File: config.mk
export PLATFORM = sky130hd
export DESIGN_NAME = tmw_timer
export DESIGN_NICKNAME = d
export VERILOG_FILES = /design/src/tmw_pkg.sv /design/src/tmw_timer.sv
export SDC_FILE = /design/constraint.sdc
export NUM_CORES = 1
export LEC_CHECK = 0
export ABC_AREA = 0
export BUFFER_PORTS_ARGS = -buffer_cell sky130_fd_sc_hd__buf_4
export CORE_ASPECT_RATIO = 0.9
export CORE_UTILIZATION = 54
export DETAILED_ROUTE_END_ITERATION = 6
export PLACE_DENSITY = 0.79
export SYNTH_ARGS = -nofsm -noshare
export SYNTH_HDL_FRONTEND = slang
export SYNTH_SLANG_ARGS = --single-unit
File: constraint.sdc
create_clock -name I_CLOCK -period 2.88 [get_ports I_CLOCK]
set_input_delay 0.288 -clock I_CLOCK [delete_from_list [all_inputs] [get_ports I_CLOCK]]
set_output_delay 0.288 -clock I_CLOCK [all_outputs]
set_load 0.02 [all_outputs]
File: src/tmw_pkg.sv
// Shared constants for the 8-bit waveform timer
package tmw_pkg;

    // ********************************************************
    // Bus geometry, count and prescaler widths
    // ********************************************************
    localparam int ADDR_W = 8;
    localparam int DATA_W = 32;
    localparam int CNT_W  = 8;
    localparam int PRE_W  = 10;

    // ********************************************************
    // Register byte offsets
    // ********************************************************
    localparam logic [ADDR_W-1:0] OFF_CONTROL = 8'h00;
    localparam logic [ADDR_W-1:0] OFF_COUNT   = 8'h04;
    localparam logic [ADDR_W-1:0] OFF_COMPARE = 8'h08;
    localparam logic [ADDR_W-1:0] OFF_FLAGS   = 8'h0c;
    localparam logic [ADDR_W-1:0] OFF_STATUS  = 8'h10;

    // ********************************************************
    // Field positions
    // ********************************************************
    localparam int CTL_MODE_LSB  = 0;
    localparam int CTL_COM_LSB   = 2;
    localparam int CTL_CS_LSB    = 4;
    localparam int CTL_FORCE_BIT = 7;
    localparam int FLG_CMP_BIT   = 0;
    localparam int FLG_OVF_BIT   = 1;
    localparam int STA_OCS_BIT   = 0;
    localparam int STA_DOWN_BIT  = 1;

    // ********************************************************
    // Mode and compare output codes
    // ********************************************************
    localparam logic [1:0] WGM_NORMAL = 2'h0;
    localparam logic [1:0] WGM_PHASE  = 2'h1;
    localparam logic [1:0] WGM_MATCH  = 2'h2;
    localparam logic [1:0] WGM_FAST   = 2'h3;
    localparam logic [1:0] COM_OFF    = 2'h0;
    localparam logic [1:0] COM_TOGGLE = 2'h1;
    localparam logic [1:0] COM_CLEAR  = 2'h2;
    localparam logic [1:0] COM_SET    = 2'h3;

    // ********************************************************
    // Count limits and reset values
    // ********************************************************
    localparam logic [CNT_W-1:0] CNT_MAX    = 8'hff;
    localparam logic [CNT_W-1:0] CNT_BOTTOM = 8'h00;
    localparam logic [CNT_W-1:0] RST_COUNT  = 8'h00;
    localparam logic [CNT_W-1:0] RST_OCR    = 8'h00;
    localparam logic [2:0]       RST_CS     = 3'h0;

endpackage

File: src/tmw_timer.sv
// 8-bit timer with one compare channel, waveform modes and an APB slave
`timescale 1ns/1ns
`default_nettype none

module tmw_timer
    import tmw_pkg::*;
#(
    parameter int PRESCALE_W = tmw_pkg::PRE_W
) (
    input  wire logic                        I_CLOCK,
    input  wire logic                        I_RESET,
    input  wire logic                        I_PSEL,
    input  wire logic                        I_PENABLE,
    input  wire logic                        I_PWRITE,
    input  wire logic [tmw_pkg::ADDR_W-1:0]  I_PADDR,
    input  wire logic [tmw_pkg::DATA_W-1:0]  I_PWDATA,
    input  wire logic                        I_COMPARE_ACK,
    input  wire logic                        I_OVERFLOW_ACK,
    input  wire logic                        I_PORT_DATA,
    input  wire logic                        I_PORT_DIR,
    output logic [tmw_pkg::DATA_W-1:0]       O_PRDATA,
    output logic                             O_PREADY,
    output logic                             O_PSLVERR,
    output logic                             O_PIN_OUT,
    output logic                             O_PIN_OE,
    output logic                             O_COMPARE_FLAG,
    output logic                             O_OVERFLOW_FLAG,
    output logic                             O_COMPARE_STATE
);
    import tmw_pkg::*;

    // ********************************************************
    // Elaboration check
    // ********************************************************
    if (PRESCALE_W != PRE_W) begin : g_bad_prescale
        $error("Prescaler width must equal the largest division step");
    end

    // Count width is fixed by the 8-bit resolution of the waveform modes
    if (CNT_W != 8) begin : g_bad_count
        $error("Count width must be eight bits");
    end

    // ********************************************************
    // State
    // ********************************************************
    typedef struct packed {
        logic [CNT_W-1:0]      count;
        logic [CNT_W-1:0]      ocr_act;
        logic [CNT_W-1:0]      ocr_buf;
        logic [1:0]            mode;
        logic [1:0]            com;
        logic [2:0]            cs;
        logic                  ocs;
        logic                  down;
        logic                  block;
        logic                  cmf;
        logic                  ovf;
        logic [PRESCALE_W-1:0] presc;
        logic [DATA_W-1:0]     rdata;
    } tmw_state_t;

    tmw_state_t st;
    tmw_state_t next_st;

    // ********************************************************
    // Helpers
    // ********************************************************
    // Tick strobe for division 1, 8, 32, 64, 128, 256, 1024; 0 stops
    function automatic logic presc_tick(input logic [2:0] cs,
                                        input logic [PRESCALE_W-1:0] p);
        logic t;
        t = 1'b0;
        case (cs)
            3'h1: t = 1'b1;
            3'h2: t = &p[2:0];
            3'h3: t = &p[4:0];
            3'h4: t = &p[5:0];
            3'h5: t = &p[6:0];
            3'h6: t = &p[7:0];
            3'h7: t = &p[9:0];
            default: t = 1'b0;
        endcase
        return t;
    endfunction

    // Non-PWM action on a match or a forced match
    function automatic logic com_action(input logic [1:0] com, input logic ocs);
        logic r;
        r = ocs;
        case (com)
            COM_TOGGLE: r = ~ocs;
            COM_CLEAR:  r = 1'b0;
            COM_SET:    r = 1'b1;
            default:    r = ocs;
        endcase
        return r;
    endfunction

    function automatic logic addr_known(input logic [ADDR_W-1:0] a);
        return (a == OFF_CONTROL) || (a == OFF_COUNT) || (a == OFF_COMPARE) ||
               (a == OFF_FLAGS) || (a == OFF_STATUS);
    endfunction

    // ********************************************************
    // Next state
    // ********************************************************
    logic tick;
    logic hit;
    logic pwm;
    logic wr;
    logic rd_setup;
    logic ovf_set;

    always_comb begin
        next_st       = st;
        next_st.presc = st.presc + 1'b1;
        tick          = presc_tick(st.cs, st.presc);
        hit           = (st.count == st.ocr_act) && !st.block;
        pwm           = (st.mode == WGM_FAST) || (st.mode == WGM_PHASE);
        wr            = I_PSEL && I_PENABLE && I_PWRITE;
        rd_setup      = I_PSEL && !I_PENABLE && !I_PWRITE;
        ovf_set       = 1'b0;
        // Overflow sets below are collected on a cleared copy
        next_st.ovf   = 1'b0;

        if (tick) begin
            next_st.block = 1'b0;
            if (hit) begin
                next_st.cmf = 1'b1;
            end
            case (st.mode)
                WGM_MATCH: begin
                    if (hit) begin
                        next_st.count = CNT_BOTTOM;
                        next_st.ocs   = com_action(st.com, st.ocs);
                    end else begin
                        next_st.count = st.count + 1'b1;
                    end
                    if (st.count == CNT_MAX) begin
                        next_st.ovf = 1'b1;
                    end
                end
                WGM_FAST: begin
                    if (hit) begin
                        if (st.com == COM_TOGGLE) begin
                            next_st.ocs = ~st.ocs;
                        end else if (st.com[1]) begin
                            next_st.ocs = st.com[0];
                        end
                    end
                    if (st.count == CNT_MAX) begin
                        next_st.count   = CNT_BOTTOM;
                        next_st.ovf     = 1'b1;
                        next_st.ocr_act = st.ocr_buf;
                        // Bottom wins over a match at maximum
                        if (st.com[1]) begin
                            next_st.ocs = ~st.com[0];
                        end
                    end else begin
                        next_st.count = st.count + 1'b1;
                    end
                end
                WGM_PHASE: begin
                    if (st.count == CNT_MAX) begin
                        next_st.down    = 1'b1;
                        next_st.count   = CNT_MAX - 1'b1;
                        next_st.ocr_act = st.ocr_buf;
                        if (st.com[1]) begin
                            // Maximum compare forces the down-match level; else force up-match level
                            next_st.ocs = (st.ocr_buf == CNT_MAX) ^ st.com[0];
                        end
                    end else if (!st.down || (st.count == CNT_BOTTOM)) begin
                        next_st.down  = 1'b0;
                        next_st.count = st.count + 1'b1;
                        if (hit && st.com[1]) begin
                            next_st.ocs = st.com[0];
                        end
                    end else begin
                        next_st.count = st.count - 1'b1;
                        if (st.count == CNT_BOTTOM + 1'b1) begin
                            next_st.ovf = 1'b1;
                        end
                        if (hit && st.com[1]) begin
                            next_st.ocs = ~st.com[0];
                        end
                    end
                end
                default: begin
                    next_st.count = st.count + 1'b1;
                    if (st.count == CNT_MAX) begin
                        next_st.ovf = 1'b1;
                    end
                    if (hit) begin
                        next_st.ocs = com_action(st.com, st.ocs);
                    end
                end
            endcase
        end


        // Sticky flag; a set in this cycle beats any clear below
        ovf_set     = next_st.ovf;
        next_st.ovf = st.ovf | ovf_set;

        // Software flag clears; a same-cycle set survives
        if (I_COMPARE_ACK && !(tick && hit)) begin
            next_st.cmf = 1'b0;
        end
        if (I_OVERFLOW_ACK && !ovf_set) begin
            next_st.ovf = 1'b0;
        end

        if (wr) begin
            case (I_PADDR)
                OFF_CONTROL: begin
                    next_st.mode = I_PWDATA[CTL_MODE_LSB +: 2];
                    next_st.com  = I_PWDATA[CTL_COM_LSB +: 2];
                    next_st.cs   = I_PWDATA[CTL_CS_LSB +: 3];
                    next_st.down = 1'b0;
                    // Forced match: output only, no flag, no clear
                    if (I_PWDATA[CTL_FORCE_BIT] && !pwm) begin
                        next_st.ocs = com_action(I_PWDATA[CTL_COM_LSB +: 2], st.ocs);
                    end
                end
                OFF_COUNT: begin
                    next_st.count = I_PWDATA[CNT_W-1:0];
                    next_st.block = 1'b1;
                end
                OFF_COMPARE: begin
                    next_st.ocr_buf = I_PWDATA[CNT_W-1:0];
                    if (!pwm) begin
                        next_st.ocr_act = I_PWDATA[CNT_W-1:0];
                    end
                end
                OFF_FLAGS: begin
                    if (I_PWDATA[FLG_CMP_BIT] && !(tick && hit)) begin
                        next_st.cmf = 1'b0;
                    end
                    if (I_PWDATA[FLG_OVF_BIT] && !ovf_set) begin
                        next_st.ovf = 1'b0;
                    end
                end
                default: begin
                end
            endcase
        end

        // Read data is latched in the setup phase
        if (rd_setup) begin
            next_st.rdata = '0;
            case (I_PADDR)
                OFF_CONTROL: begin
                    next_st.rdata[CTL_MODE_LSB +: 2] = st.mode;
                    next_st.rdata[CTL_COM_LSB +: 2]  = st.com;
                    next_st.rdata[CTL_CS_LSB +: 3]   = st.cs;
                end
                OFF_COUNT: begin
                    next_st.rdata[CNT_W-1:0] = st.count;
                end
                // Buffer equals the active value after a compare write outside the PWM modes
                OFF_COMPARE: begin
                    next_st.rdata[CNT_W-1:0] = st.ocr_buf;
                end
                OFF_FLAGS: begin
                    next_st.rdata[FLG_CMP_BIT] = st.cmf;
                    next_st.rdata[FLG_OVF_BIT] = st.ovf;
                end
                OFF_STATUS: begin
                    next_st.rdata[STA_OCS_BIT]  = st.ocs;
                    next_st.rdata[STA_DOWN_BIT] = st.down;
                end
                default: begin
                    next_st.rdata = '0;
                end
            endcase
        end
    end

    // ********************************************************
    // Registers
    // ********************************************************
    always_ff @(posedge I_CLOCK) begin
        if (I_RESET) begin
            st         <= '0;
            st.count   <= RST_COUNT;
            st.ocr_act <= RST_OCR;
            st.ocr_buf <= RST_OCR;
            st.mode    <= WGM_NORMAL;
            st.com     <= COM_OFF;
            st.cs      <= RST_CS;
        end else begin
            st <= next_st;
        end
    end

    // ********************************************************
    // Outputs
    // ********************************************************
    assign O_PRDATA        = st.rdata;
    assign O_PREADY        = 1'b1;
    assign O_PSLVERR       = I_PSEL && I_PENABLE && !addr_known(I_PADDR);
    assign O_PIN_OE        = I_PORT_DIR;
    assign O_PIN_OUT       = (st.com == COM_OFF) ? I_PORT_DATA : st.ocs;
    assign O_COMPARE_FLAG  = st.cmf;
    assign O_OVERFLOW_FLAG = st.ovf;
    assign O_COMPARE_STATE = st.ocs;

endmodule

`default_nettype wire

==> impl_summary.log <==
[metrics] number of remaining DRC errors: 0
[metrics] ant diodes: 0
[metrics] IO Pins: 88
[metrics] CTS tree: yes
[metrics] end of the worst register-to-register path: st[66]
[metrics] GRT overflow: 0
[metrics] final wirelength: 9273 microns
[metrics] critical path's largest stage delay: 0.41 ns
[metrics] post-route fraction of the period consumed by the critical path: 87.70%
[metrics] logic depth of the worst register-to-register path: 9
[metrics] initial cell density of the core: 57.07%
[metrics] synthesis-stage register bit count: 54
[metrics] worst vdd rail ir drop: 0.0002472 V
[metrics] gate family responsible for the most delay along the worst path: simple AND/OR/NAND/NOR gates
[metrics] die extent in x: 87.43 microns
[metrics] startpoint class of the critical path: register
[metrics] vias in the first global route: 3003
[metrics] Primary FF master, synth: sky130_fd_sc_hd__dfxtp_1
[metrics] cell-by-cell trace of the critical path: ha_1 > ha_1 > or4bb_1 > o21ai_0 > o22ai_1 > buf_4 > nor2_1 > nand2_1 > a311oi_1
[metrics] post-synthesis average cell area: 7.711 sq um
[metrics] number of max-slew violations in the final report: 0
[metrics] clock sink count: 54
[metrics] CTS clock-pin slew for the worst setup and hold paths: 0.11 ns
[metrics] critical path data arrival time: 2.75 ns
[metrics] Final Core Density: 61.17%
[metrics] highest net fanout along the worst path: 20
[metrics] Crit Path Category: reg -> reg
[metrics] RSZ-0062 raised after global routing: no
[metrics] most frequent standard cell in the layout excluding fill and tap cells: sky130_fd_sc_hd__dfxtp_1
[metrics] number of vias after detailed routing: 3396
[metrics] pre-CTS WS: 0.4094 ns
[metrics] layout cells sized above 1: 15.25%
[metrics] Placement Rows: 27
[metrics] post-synthesis cell count: 460
[metrics] WHS Endpoint: st[58]
[metrics] count of final hold-check violations: 0
[metrics] dominant cell type by area after synthesis: sky130_fd_sc_hd__dfxtp_1
[metrics] run status: completed
[metrics] net count reported at finish: 528
[metrics] commonest cells after routing, fill and taps aside: sky130_fd_sc_hd__dfxtp_1, sky130_fd_sc_hd__buf_4, sky130_fd_sc_hd__nor2_1, sky130_fd_sc_hd__nand2_1, sky130_fd_sc_hd__a21oi_1
[metrics] count of antenna-violating nets left after detailed routing: 0
[metrics] worst setup skew after layout: 0.007158 ns
[metrics] post-layout min period: 2.526 ns
[metrics] number of setup violations in the final report: 0
[metrics] H-tree depth reported by CTS: 2
[metrics] clock tree buffer depth: 2
[metrics] die span in y: 78.89 microns
[metrics] Hold Buf Count CTS: 0
[metrics] CTS-repair resized insts: 0
[metrics] Top cell by count, worst path: sky130_fd_sc_hd__ha_1
[metrics] Iteration-0 DRC Markers: 498
[metrics] share of synthesized registers carrying an async set or reset: 0%
[metrics] global-route wire length before repair: 14930 microns
[metrics] DP Wirelength: 6614 microns
[metrics] largest net degree at the start of global routing: 56
[metrics] Syn. warnings: 0
[metrics] setup TNS: 0 ns
[metrics] first-pass iteration count of the detailed router: 5
[metrics] Req. time, crit path: 3.10 ns
[metrics] post-DR wirelength/cell: 16.59 microns
[metrics] cell depth of the worst min-delay path: 3
[metrics] min setup slack post-route: 0.3543 ns
[metrics] highest achievable clock rate: 395.9 MHz
[metrics] unique cell type count in the Yosys netlist: 64
[metrics] count of port buffers added during placement: 36
[metrics] Core ar.: 0.006216 sq mm
[metrics] relative slew slack: 59.01%
[metrics] WP buf/inv: 1
[metrics] count of maximum capacitance violations: 0
[metrics] slew at the pin with the worst max-slew slack: 0.6112 ns
[metrics] cell types with the largest area share after synthesis: sky130_fd_sc_hd__dfxtp_1, sky130_fd_sc_hd__buf_4, sky130_fd_sc_hd__nand2_1
[metrics] power density normalized to cell area: 370.0 mW/mm^2
[metrics] worst hold slack across all endpoints: 0.2600 ns
[metrics] number of enable flip-flop cells after synthesis: 0
[metrics] Die Area: 0.006897 sq mm
[metrics] sequential-to-total area share from yosys stat: 30.48%
[metrics] hold crit path type: in -> reg
[metrics] area of the mapped netlist: 0.003547 sq mm
[metrics] Syn-to-layout area delta: 7.196%
[metrics] total setup buffers inserted after CTS: 0
[metrics] cell at the root of the clock tree: sky130_fd_sc_hd__clkbuf_8
[metrics] global-route usage over all layers: 27.87%
[metrics] FF-to-FF setup slack: 0.35 ns
[metrics] worst skew pair latency: 0.32 ns
[metrics] LEAKAGE: 1.440 nW
[metrics] Vias/cell: 6.075
[metrics] Critical R2R Launch: st[32]
[metrics] top-area cell type share of the netlist area: 30.48%
[metrics] critical hold path startpoint: I_PWDATA[4]
[metrics] Worst path slowest cell: sky130_fd_sc_hd__or4bb_1
[metrics] weighted congestion reported at the end of routability-driven placement: 0.9873
[metrics] Num CTS Buffers: 5
[metrics] type of destination of the critical path: register
[metrics] number of antenna violations at the first check in global routing: 0
-- registers in the layout, indices dropped and copies added, names as in the netlist --
| register | flops |
|---|---|
| O_OVERFLOW_FLAG | 1 |
| O_COMPARE_FLAG | 1 |
| O_PRDATA | 8 |
| st | 43 |
| O_COMPARE_STATE | 1 |
-- cells in the mapped netlist (all sizes together) (3+ instances only) --
library cell	instances
dfxtp	54
nand2	47
nor2	47
buf	45
o21ai	33
a21oi	32
nand3	26
clkbuf	23
nor2b	12
a311oi	11
xor2	10
xnor2	9
and3	8
ha	8
inv	8
a22oi	6
mux2i	6
nand4	6
nor3	6
a211oi	5
nor4	5
a31oi	4
nand2b	4
o41ai	4
or4	4
a221oi	3
o32ai	3
-- worst max path at each step --
stage	start	to	slack, ns	depth (start not counted)
after floorplan	st[70]	O_COMPARE_STATE	0.52	10
final	st[32]	st[66]	0.35	9
after CTS	st[32]	st[66]	0.37	9
after global placement	I_PADDR[5]	st[65]	0.47	7
after global routing	st[32]	st[66]	0.05	9
after detailed placement	st[32]	st[66]	0.41	9
-- stage by stage --
stage               area, sq um  std cells  total power, mW
floorplan                  3633        483           0.9263
global placement           3705        551           0.9576
detailed placement         3705        551           0.9617
CTS                        3802        559            1.410
global route               3802        559            1.458
finish                     3802        559            1.407
-- cell type report --
cell class,count,area [sq um]
clock inverters,3,28.78
clock buffers,5,68.82
well taps,87,108.9
fillers,582,2414
multi-input cells,353,2117
repair buffers,49,367.9
inverters,8,30.03
flip-flops and latches,54,1081
-- cells by family after synthesis --
kind of cell / share of synthesized area [%]
AND/OR/NAND/NOR: 25.71
AO/OA/AOI/OAI: 20.53
buffers and inverters: 12.27
flip-flops: 30.48
XOR/XNOR: 4.691
multiplexers: 3.280
adder cells (fa/ha/maj): 2.822
other: 0.2117
-- routing by layer --
metal,vias up,GRT usage [%],wire length [microns]
met5,-,0,0
met4,0,8.689,116
met3,17,3.638,881
met2,207,41.33,4074
met1,1575,41.55,4201
li1,1597,-,-
-- power breakdown --
group	leakage [nW]	total, mW	internal (mW)	switching (mW)
sequential	0.436	0.768	0.754	0.0137
clock	0.0502	0.458	0.181	0.277
combinational	0.954	0.181	0.0620	0.119
-- worst min-delay path, cell delays in order --
cell and delay, ns:
sky130_fd_sc_hd__buf_4 0.13, sky130_fd_sc_hd__nand3_1 0.06, sky130_fd_sc_hd__a21oi_1 0.05
Note: power is estimated with default switching activity, not from simulation.
